===== src/rtl/ifd_pkg.sv =====
// Package: field layout, opcodes and reset values of the instruction decoder
package ifd_pkg;

  // Word and field geometry
  localparam int unsigned WORD_W     = 32;
  localparam int unsigned FIELD_W    = 8;
  localparam int unsigned OPC_LSB    = 24;
  localparam int unsigned DESTINATION_REGISTER_LSB   = 16;
  localparam int unsigned FIRST_SOURCE_LSB   = 8;
  localparam int unsigned SECOND_SOURCE_LSB   = 0;

  // Conversion control subfield positions within bits 7..0
  localparam int unsigned UI_POS     = 7;
  localparam int unsigned RND_LSB    = 4;
  localparam int unsigned FD_LSB     = 2;
  localparam int unsigned FS_LSB     = 0;

  // Integer add opcodes (register and immediate forms)
  localparam logic [7:0] OPC_ADD_REG = 8'h14;
  localparam logic [7:0] OPC_ADD_IMM = 8'h15;

  // Reset values
  localparam logic [31:0] WORD_RST   = 32'h0000_0000;
  localparam logic [3:0]  FLAGS_RST  = 4'h0;

  // Arithmetic status flags
  typedef struct packed {
    logic v;
    logic n;
    logic z;
    logic c;
  } ifd_flags_t;

  // Conversion controls
  typedef struct packed {
    logic       int_unsigned;
    logic [2:0] rounding_mode;
    logic [1:0] destination_register_format;
    logic [1:0] source_format;
  } ifd_cvt_t;

  // Decoded operand fields
  typedef struct packed {
    logic [7:0]  opcode;
    logic        absolute_sel;
    logic        immediate_sel;
    logic [7:0]  destination_register_reg;
    logic [7:0]  first_source_reg;
    logic [7:0]  second_source_reg;
    logic [7:0]  special_reg;
    logic [7:0]  trap_vector;
    logic [7:0]  const8;
    logic [15:0] const16;
    logic [15:0] word_addr;
  } ifd_fields_t;

endpackage


===== src/rtl/ifd_decoder.sv =====
// Module: instruction field decoder with integer add execution
`timescale 1ns/1ps
`default_nettype none

// Functional notes
// - Word is four 8-bit fields, opcode on top
// - Opcode bit0 picks relative or absolute address
// - Opcode bit0 picks register or immediate operand
// - Register numbers at 23..16, 15..8, 7..0
// - Middle field names special register when asked
// - Jump address: high byte 23..16, low 7..0
// - 16-bit constant: high 23..16, low 7..0
// - Trap vector taken from bits 23..16
// - Low byte is register or constant per bit0
// - Convert control: unsigned, rounding, destination_register, source
// - Classify/square root use only source format
// - Add opcodes 14/15 write first source plus second source (14) or zero-extended 8-bit constant (15)
// - Add sets overflow, negative, zero, carry
// - Overflow is carry-in xor carry-out of top
// - Freeze bit holds flags except explicit move
module ifd_decoder (
  input  wire logic                clk,
  input  wire logic                reset_n,
  input  wire logic                instr_valid,   // Fetch presents a word
  input  wire logic [31:0]         instr_word,    // Instruction word
  input  wire logic [31:0]         first_source_value,    // Register file read A
  input  wire logic [31:0]         second_source_value,    // Register file read B
  input  wire logic                status_freeze_bit, // Flag freeze
  input  wire logic                flags_wr,      // Move to special reg
  input  wire ifd_pkg::ifd_flags_t flags_wr_data, // Value for that move
  output ifd_pkg::ifd_fields_t     fields_q,      // Decoded fields
  output ifd_pkg::ifd_cvt_t        cvt_q,         // Conversion controls
  output logic [1:0]               fmt_q,         // Class/square_root_op format
  output logic                     decode_valid_q,// Fields are fresh
  output logic                     wr_en_q,       // Write destination
  output logic [7:0]               wr_reg_q,      // Destination number
  output logic [31:0]              wr_data_q,     // Destination value
  output ifd_pkg::ifd_flags_t      flags_q        // Arithmetic flags
);

  ifd_pkg::ifd_fields_t fields_d;  // Combinational field split
  ifd_pkg::ifd_cvt_t    cvt_d;     // Combinational conversion split
  logic [31:0]          opb;       // Second source after selection
  logic [31:0]          sum;       // Adder result
  ifd_pkg::ifd_flags_t  add_flags; // Flags from the adder
  logic                 is_add;    // Valid add instruction this cycle

  // Field split; unused fields are just not consumed
  always_comb begin
    fields_d.opcode        = instr_word[ifd_pkg::OPC_LSB +: 8];
    fields_d.absolute_sel  = instr_word[ifd_pkg::OPC_LSB];
    fields_d.immediate_sel = instr_word[ifd_pkg::OPC_LSB];
    fields_d.destination_register_reg      = instr_word[ifd_pkg::DESTINATION_REGISTER_LSB +: 8];
    fields_d.first_source_reg      = instr_word[ifd_pkg::FIRST_SOURCE_LSB +: 8];
    fields_d.second_source_reg      = instr_word[ifd_pkg::SECOND_SOURCE_LSB +: 8];
    fields_d.special_reg   = instr_word[ifd_pkg::FIRST_SOURCE_LSB +: 8];
    fields_d.trap_vector   = instr_word[ifd_pkg::DESTINATION_REGISTER_LSB +: 8];
    fields_d.const8        = instr_word[ifd_pkg::SECOND_SOURCE_LSB +: 8];
    // Constant and address share one layout: high byte, then low byte
    fields_d.const16   = {instr_word[ifd_pkg::DESTINATION_REGISTER_LSB +: 8],
                          instr_word[ifd_pkg::SECOND_SOURCE_LSB +: 8]};
    fields_d.word_addr = {instr_word[ifd_pkg::DESTINATION_REGISTER_LSB +: 8],
                          instr_word[ifd_pkg::SECOND_SOURCE_LSB +: 8]};
  end

  // Conversion control subfields out of the low byte
  always_comb begin
    cvt_d.int_unsigned  = instr_word[ifd_pkg::UI_POS];
    cvt_d.rounding_mode = instr_word[ifd_pkg::RND_LSB +: 3];
    cvt_d.destination_register_format   = instr_word[ifd_pkg::FD_LSB +: 2];
    cvt_d.source_format = instr_word[ifd_pkg::FS_LSB +: 2];
  end

  // Add is recognised on either opcode; bit0 then selects the operand
  // Comparing bits 7..1 covers both forms with one compare
  assign is_add = instr_valid &&
                  (fields_d.opcode[7:1] ==
                   ifd_pkg::OPC_ADD_REG[7:1]);

  // Immediate form zero-extends the 8-bit constant
  assign opb = fields_d.immediate_sel ? {24'h000000, fields_d.const8}
                                      : second_source_value;

  // Shared adder; flags come from the add itself
  ifd_adder #(
    .W (32)
  ) u_adder (
    .a     (first_source_value),
    .b     (opb),
    .sum   (sum),
    .flags (add_flags)
  );

  // Register decoded fields one cycle after the word is presented
  always_ff @(posedge clk or negedge reset_n) begin
    if (!reset_n) begin
      fields_q       <= '0;
      cvt_q          <= '0;
      fmt_q          <= 2'h0;
      decode_valid_q <= 1'b0;
    end else begin
      decode_valid_q <= instr_valid;
      if (instr_valid) begin
        fields_q <= fields_d;
        cvt_q    <= cvt_d;
        // Only the source format counts; the rest is reserved
        fmt_q    <= cvt_d.source_format;
      end
    end
  end

  // Destination write port for the add
  always_ff @(posedge clk or negedge reset_n) begin
    if (!reset_n) begin
      wr_en_q   <= 1'b0;
      wr_reg_q  <= 8'h00;
      wr_data_q <= ifd_pkg::WORD_RST;
    end else begin
      wr_en_q <= is_add;
      if (is_add) begin
        wr_reg_q  <= fields_d.destination_register_reg;
        wr_data_q <= sum;
      end
    end
  end

  // Flags: explicit move always wins; freeze blocks instruction updates
  always_ff @(posedge clk or negedge reset_n) begin
    if (!reset_n) begin
      flags_q <= ifd_pkg::FLAGS_RST;
    end else if (flags_wr) begin
      flags_q <= flags_wr_data;
    end else if (is_add && !status_freeze_bit) begin
      flags_q <= add_flags;
    end
  end

  // Assertions
  property p_add_writes_sum;
    @(posedge clk) disable iff (!reset_n)
      is_add |=> wr_en_q && wr_data_q == $past(first_source_value) + $past(opb);
  endproperty
  a_add_writes_sum: assert property (p_add_writes_sum)
    else $error("add result wrong");

  property p_imm_zero_ext;
    @(posedge clk) disable iff (!reset_n)
      is_add && instr_word[24] |=>
        wr_data_q == $past(first_source_value) + {24'h000000, $past(instr_word[7:0])};
  endproperty
  a_imm_zero_ext: assert property (p_imm_zero_ext)
    else $error("immediate not zero-extended");

  property p_reg_fields;
    @(posedge clk) disable iff (!reset_n)
      instr_valid |=> fields_q.destination_register_reg == $past(instr_word[23:16]) &&
        fields_q.first_source_reg == $past(instr_word[15:8]) &&
        fields_q.second_source_reg == $past(instr_word[7:0]);
  endproperty
  a_reg_fields: assert property (p_reg_fields)
    else $error("register fields wrong");

  property p_const16;
    @(posedge clk) disable iff (!reset_n)
      instr_valid |=> fields_q.const16 ==
        {$past(instr_word[23:16]), $past(instr_word[7:0])};
  endproperty
  a_const16: assert property (p_const16)
    else $error("16-bit constant wrong");

  property p_addr_sel;
    @(posedge clk) disable iff (!reset_n)
      instr_valid |=> fields_q.absolute_sel == $past(instr_word[24]) &&
        fields_q.word_addr == {$past(instr_word[23:16]),
                               $past(instr_word[7:0])};
  endproperty
  a_addr_sel: assert property (p_addr_sel)
    else $error("address fields wrong");

  property p_zero_flag;
    @(posedge clk) disable iff (!reset_n)
      is_add && !status_freeze_bit && !flags_wr |=>
        flags_q.z == (wr_data_q == 32'h0000_0000) &&
        flags_q.n == wr_data_q[31];
  endproperty
  a_zero_flag: assert property (p_zero_flag)
    else $error("zero or negative flag wrong");

  property p_overflow;
    @(posedge clk) disable iff (!reset_n)
      is_add && !status_freeze_bit && !flags_wr |=>
        flags_q.v == (($past(first_source_value[31]) == $past(opb[31])) &&
                      (wr_data_q[31] != $past(first_source_value[31])));
  endproperty
  a_overflow: assert property (p_overflow)
    else $error("overflow flag wrong");

  property p_freeze;
    @(posedge clk) disable iff (!reset_n)
      status_freeze_bit && !flags_wr |=> $stable(flags_q);
  endproperty
  a_freeze: assert property (p_freeze)
    else $error("flags changed while frozen");

  property p_trap_vec;
    @(posedge clk) disable iff (!reset_n)
      instr_valid |=> fields_q.trap_vector == $past(instr_word[23:16]) &&
        fmt_q == $past(instr_word[1:0]);
  endproperty
  a_trap_vec: assert property (p_trap_vec)
    else $error("trap vector or format wrong");

  // Main scenarios
  c_add_reg: cover property (@(posedge clk) is_add && !instr_word[24]);
  c_add_imm: cover property (@(posedge clk) is_add && instr_word[24]);
  c_frozen:  cover property (@(posedge clk) is_add && status_freeze_bit);
  c_ovf:     cover property (@(posedge clk) is_add && add_flags.v);

endmodule
`default_nettype wire


===== src/rtl/ifd_adder.sv =====
// Module: 32-bit adder that yields the four arithmetic flags
`timescale 1ns/1ps
`default_nettype none

module ifd_adder #(
  parameter int unsigned W = 32
) (
  input  wire logic [W-1:0] a,
  input  wire logic [W-1:0] b,
  output logic      [W-1:0] sum,
  output ifd_pkg::ifd_flags_t flags
);

  logic [W-1:0] low;    // Full sum: bits below the top one added, top bit is a, b and c_msb xored
  logic         c_msb;  // Carry into the top bit
  logic         c_out;  // Carry out of the top bit

  // Split add so the carry into the top bit is visible
  always_comb begin
    {c_msb, low[W-2:0]} = {1'b0, a[W-2:0]} + {1'b0, b[W-2:0]};
    low[W-1] = a[W-1] ^ b[W-1] ^ c_msb;
    c_out    = (a[W-1] & b[W-1]) | (c_msb & (a[W-1] ^ b[W-1]));
    sum      = low;
    flags.v  = c_msb ^ c_out;
    flags.n  = low[W-1];
    flags.z  = (low == '0);
    flags.c  = c_out;
  end

endmodule
`default_nettype wire


===== config.mk =====
export PLATFORM = sky130hd
export DESIGN_NAME = ifd_decoder
export DESIGN_NICKNAME = d
export VERILOG_FILES = /design/src/rtl/ifd_pkg.sv /design/src/rtl/ifd_decoder.sv /design/src/rtl/ifd_adder.sv
export SDC_FILE = /design/constraint.sdc
export NUM_CORES = 1
export LEC_CHECK = 0
export BUFFER_PORTS_ARGS = -buffer_cell sky130_fd_sc_hd__buf_2
export CAP_MARGIN = 10
export CORE_AREA = 2 2 109 111
export CTS_BUF_LIST = sky130_fd_sc_hd__clkbuf_2
export DETAILED_ROUTE_END_ITERATION = 10
export DIE_AREA = 0 0 111 113
export GPL_TIMING_DRIVEN = 0
export PLACE_DENSITY = 0.82
export SETUP_SLACK_MARGIN = 0.5
export SYNTH_ARGS = -nofsm -noshare
export SYNTH_HDL_FRONTEND = slang
export SYNTH_SLANG_ARGS = --single-unit

===== constraint.sdc =====
create_clock -name clk -period 1 [get_ports clk]
set_input_delay 0.2 -clock clk [delete_from_list [all_inputs] [get_ports clk]]
set_output_delay 0.2 -clock clk [all_outputs]
set_load 0.005 [all_outputs]

# --- Yosys cells after proc, flatten, opt, wreduce, memory -nomap -nowiden ---
# Cells that the tools add are included.
totals:
  register_bits: 103
  input_bits: 105
  out_inout_bits: 146
  wordCells: 34
op_classes:
  add_sub_neg: 1
  n_eq_ne: 1
  muxes: 3
  bitwise_logic: 6
  n_reduce_logical: 5
op_table:
  columns: ["op", "count"]
  rows:
  - ["adder 31 x 31 -> 32 bit", 1]
  - ["logical NOT 32 bit", 1]
  - ["2-to-1 mux 32 bit", 1]
  - ["2-to-1 mux 4 bit", 2]
  - ["== test 7 x 4 -> 1 bit (second input constant)", 1]
  - ["bitwise XOR 1 bit", 3]
  - ["bitwise AND 1 bit", 2]
  - ["logical AND 1 bit", 2]
  - ["nonzero test 2 bit", 1]
  - ["logical NOT 1 bit", 1]
  - ["bitwise OR 1 bit", 1]

# --- Depth between registers and ports, before layout ---
depth:
  ltp_word: 7
  ltp_mapped: 23
  mapped_depth_nobuf: 20

# --- By module ---
# Synthesis repeated with hierarchy kept, for this count alone.
unflattened:
  hier_cells: 560
  hier_area_um2: 5813.1
by_module_without_submodules:
  columns: ["mod", "instances", "cells_per_inst", "area_per_inst_um2", "seq_area_each_um2"]
  rows:
  - ["ifd_decoder", 1, 285, 3896.2, 1951.9]
  - ["ifd_adder", 1, 275, 1916.8, 0.0]

# --- Least setup slack after synthesis ---
# No wires, ideal clock.
synth_path:
  path_type: "input to register"
  startpoint: "in instr_word[24]"
  endpoint: "reg flags_q[1] in the netlist's numbering"
  setup_time_ps: 66
  arrival_ps: 4949
  required_ps: 934
  path_slack_ps: -4015
  cell_stages: 22
  path_buffers: 2
  path_cell_list: "clkbuf_1 -> clkbuf_1 -> mux2_2 -> ha_1 -> and2_1 -> nand3_1 -> a211o_1 -> a21o_1 -> a31oi_1 -> a21o_1 -> nand2_1 -> a211o_1 -> fa_1 -> nor4b_1 -> nand2_1 -> nor4b_1 -> o2111ai_1 -> nor4bb_1 -> nand4_1 -> nor4_2 -> nand4b_1 -> nand2_1"
synth_between:
  elab_chain_len: 6
  elab_cells_between_ends: 7
  classes_between: "add/sub (1); mux (3); bitwise (2); reduce/logical (1)"
synth_lines:
  columns: ["item", "line_no", "source"]
  rows:
  - ["from (decl)", "ifd_decoder.sv:25", "input wire logic [31:0] instr_word,"]
  - ["2-to-1 mux 32 bit (*)", "ifd_decoder.sv:81", "assign opb = fields_d.immediate_sel ? {24'h000000, fields_d.const8}"]
  - ["adder 31 x 31 -> 32 bit / bitwise XOR 1 bit (equally long branches)", "ifd_adder.sv:20, ifd_adder.sv:21", null]
  - ["bitwise XOR 1 bit", "ifd_adder.sv:21", "low[W-1] = a[W-1] ^ b[W-1] ^ c_msb;"]
  - ["logical NOT 32 bit (*)", "ifd_adder.sv:26", "flags.z = (low == '0);"]
  - ["2-to-1 mux 4 bit (*)", "ifd_decoder.sv:133", "end else if (is_add && !status_freeze_bit) begin"]
  - ["2-to-1 mux 4 bit (*)", "ifd_decoder.sv:131", "end else if (flags_wr) begin"]
  - ["to (signal assigned)", "ifd_decoder.sv:130", "flags_q <= ifd_pkg::FLAGS_RST;"]
  - ["to (signal assigned)", "ifd_decoder.sv:132", "flags_q <= flags_wr_data;"]
  - ["to (signal assigned)", "ifd_decoder.sv:134", "flags_q <= add_flags;"]
  - ["to (decl)", "ifd_decoder.sv:38", "output ifd_pkg::ifd_flags_t flags_q"]
# Every way passes the cells marked *; elsewhere a longest branch is shown, timed or not. The select of a mux whose other input is x is not followed.
# A chain may end at the register's enable or synchronous reset.

# --- Final worst setup path ---
# Same ends and word-level chain as after synthesis.

==> run summary <==
status - finished, violations left
failing checks - negative hold slack, negative setup slack
FF+latch area - 0.00197 mm^2
# IOs - 251
Mapped Nets - 716
routed vias/inst - 5.67
grt ovf - 0
ys async rst share - 100%
port buffer count - 248
RePlAce Congestion - 0.910
synthesized cell area - 0.00550 mm^2
Rel. slew slack - 64.1%
sequential area share after synthesis - 35.5%
fin cells - 1055
first-pass GRT wire length - 31500 um
Hold Fails Final Rpt - 103
CTS root buf - clkbuf_2
reg2reg path depth - 3
area grow syn2layout - 64.1%
placed cell area - 0.00760 mm^2
skew final - 0 ns
r2r setup slk - -0.15 ns
Avg Inst Size Synth - 9.51 um^2
height of the die - 113 um
# hold bufs at CTS - 11
row count - 39
Die ar. - 0.0125 mm^2
share of post-route cells with drive strength above 1 - 58.1%
Residual DRC - 0
Total Power - 10.3 mW
worst r2r src - fields_q[34]$_DFFE_PN0P_
placed cell count - 970
max-slew violations - 0
VDD IR-drop max - 0.000783 V
Leak - 4.62 nW
CP arrival - 4.96 ns
Multi-input gate area - 0.00334 mm^2
post-route ant nets - 0
WHS - -0.549 ns
P per Cell Area - 1140 mW/mm^2
clk sinks - 78
TritonRoute pass-1 iters - 5
reg-to-reg endpoint - fields_q[34]$_DFFE_PN0P_
Setup crit start kind - input port
wire per inst - 21.4 um
clock-pin transition on the worst setup and hold timing paths - 0.25 ns
final wirelength - 22600 um
Synth Flop Type - dfrtp_1
WP data required - 1.56 ns
initial DRC count - 415
nets@finish - 1042
core area - 0.0113 mm^2
RSZ-0062 raised after global routing - yes
Layout fillers - 639
GR Util All Layers - 32.2%
Setup CP Type - input port to flip-flop
EDFF count, synth - 0
Area contributors post-synth - dfrtp_1, mux2_2, buf_4, ha_1, nand2_1
Tmin final - 4.40 ns
Setup TNS Final - -115.37 ns
worst hold path class - input port to asynchronous set/reset pin
hpwl dp - 13700 um
vias in the first global route - 5755
Slew @ Worst Pin - 0.539 ns
maximum fanout along the worst path - 6
largest net degree at the start of global routing - 65
Final setup viols - 196
Seq cells post-synth - 78
initial antenna violation count - 2
Max-cap violations - 0
Die Wd - 111 um
commonest cells in the netlist - dfrtp_1, buf_4, nand2_1
Num CTS Buffers - 9
Vias - 5979
PnR worst setup slack - -3.40 ns
Worst setup EP type - flip-flop
design area - 0.00902 mm^2
worst skew pair latency - 0.60 ns
top-count cell post-synth - dfrtp_1
area leader, netlist - dfrtp_1
CTS tree - done
Synth cell types - 66
Synth top area share - 35.5%
Clock Tree Buf Depth - 2
Fmax achieved - 227 MHz
Initial Util - 48.8%
Gate Count Post-Synth - 578
H-Tree Depth - 3
Ys Warns - 0
period utilization - 440%
-- report_power, final --
part	internal (mW)	leakage (nW)	switching, mW	total (mW)
combinational	2.76	3.59	2.06	4.83
sequential	3.48	0.976	0.365	3.85
clock	0.330	0.0574	1.25	1.58
-- per-stage QoR --
stage	utilization (%)	setup slack (ns)
floorplan	-	-3.42
global placement	67.2	-4.36
detailed placement	67.4	-4.41
CTS	77.1	-3.46
global route	80.0	-3.53
finish	80.1	-3.40
-- per-layer routing --
layer  global-route usage (%)  vias to the layer above  share of wire, %
li1                         -                     2634                 -
met2                     60.4                      351                52
met5                        0                        -                 0
met1                     34.5                     2903                37
met4                     15.6                        0               4.7
met3                     7.02                       91               7.2
-- critical path: stages --
cell and delay [ns]:
clkbuf_16 0.14, clkbuf_16 0.16, mux2_4 0.31, ha_4 0.28, and2_4 0.17, nand3_4 0.07
a211o_1 0.36, a21o_1 0.22, a31oi_4 0.19, a21o_1 0.14, nand2_1 0.06, a211o_1 0.30
fa_1 0.57, nor4b_2 0.21, nand2_1 0.12, nor4b_4 0.26, o2111ai_2 0.18, nor4bb_4 0.34
nand4_1 0.15, nor4_2 0.21, nand4b_1 0.18, nand2_1 0.13
-- cell families (layout without fill, tap and decap cells) --
family                   Yosys count  count (layout)  synth area share [%]
buffers and inverters            102             433                  11.7
multiplexers                      55              55                  11.2
flip-flops                        78              78                  35.5
adder cells (fa/ha/maj)           33              33                  7.78
AO/OA/AOI/OAI                    116             116                  14.7
XOR/XNOR                          20              20                  3.19
other                              0               3                     0
AND/OR/NAND/NOR                  174             174                  16.0
-- cell usage in the layout (no fill, tap or decap), types with 5 or more instances in the layout --
cell type / count
xor2_1: 10
a21o_1: 10
nor2b_1: 25
dfrtp_1: 62
ha_1: 25
dfrtp_2: 16
a31oi_1: 5
clkbuf_2: 12
inv_1: 11
a21oi_1: 19
nand4_1: 6
o21ai_0: 25
nor2_1: 23
buf_2: 169
xnor2_1: 7
nor3_1: 13
buf_6: 158
nand2_1: 64
dlygate4sd3_1: 11
mux2_2: 20
nand3_1: 8
o31ai_1: 6
mux2_4: 34
buf_4: 47
clkbuf_16: 6
-- worst max-delay path by stage --
stage / start / endpoint / cells after the start
floorplan: instr_word[24] / flags_q[1]$_DFFE_PN0P_ / 22
global placement: instr_word[24] / flags_q[1]$_DFFE_PN0P_ / 23
detailed placement: instr_word[24] / flags_q[1]$_DFFE_PN0P_ / 23
CTS: instr_word[24] / flags_q[1]$_DFFE_PN0P_ / 22
global route: instr_word[24] / flags_q[1]$_DFFE_PN0P_ / 22
finish: instr_word[24] / flags_q[1]$_DFFE_PN0P_ / 22
-- state kept, by name (all words and copies together), names as in the netlist --
signal / flops
decode_valid_q: 1
fields_q: 32
wr_data_q: 32
wr_en_q: 1
wr_reg_q: 8
flags_q: 4
-- timing repair --
action | 4_1_cts | 5_1_grt
buffers inserted | 30 | 24
gates resized for setup | 111 | 36
pin swaps | 18 | 12
cloned | 1 | 0
endpoints found under the hold margin | 123 | 104
endpoints found under the setup margin | 223 | 223
-- cell type report --
type	instances	share of cell area (%)
clock buffers	10	0.555
multi-input cells	398	37.0
clock inverters	6	0.416
diodes	3	0.0832
inverters	12	0.638
repair buffers	315	26.0
plain buffers	90	11.5
flip-flops and latches	78	21.8
well taps	143	1.98
Note: power is estimated with default switching activity, not from simulation.
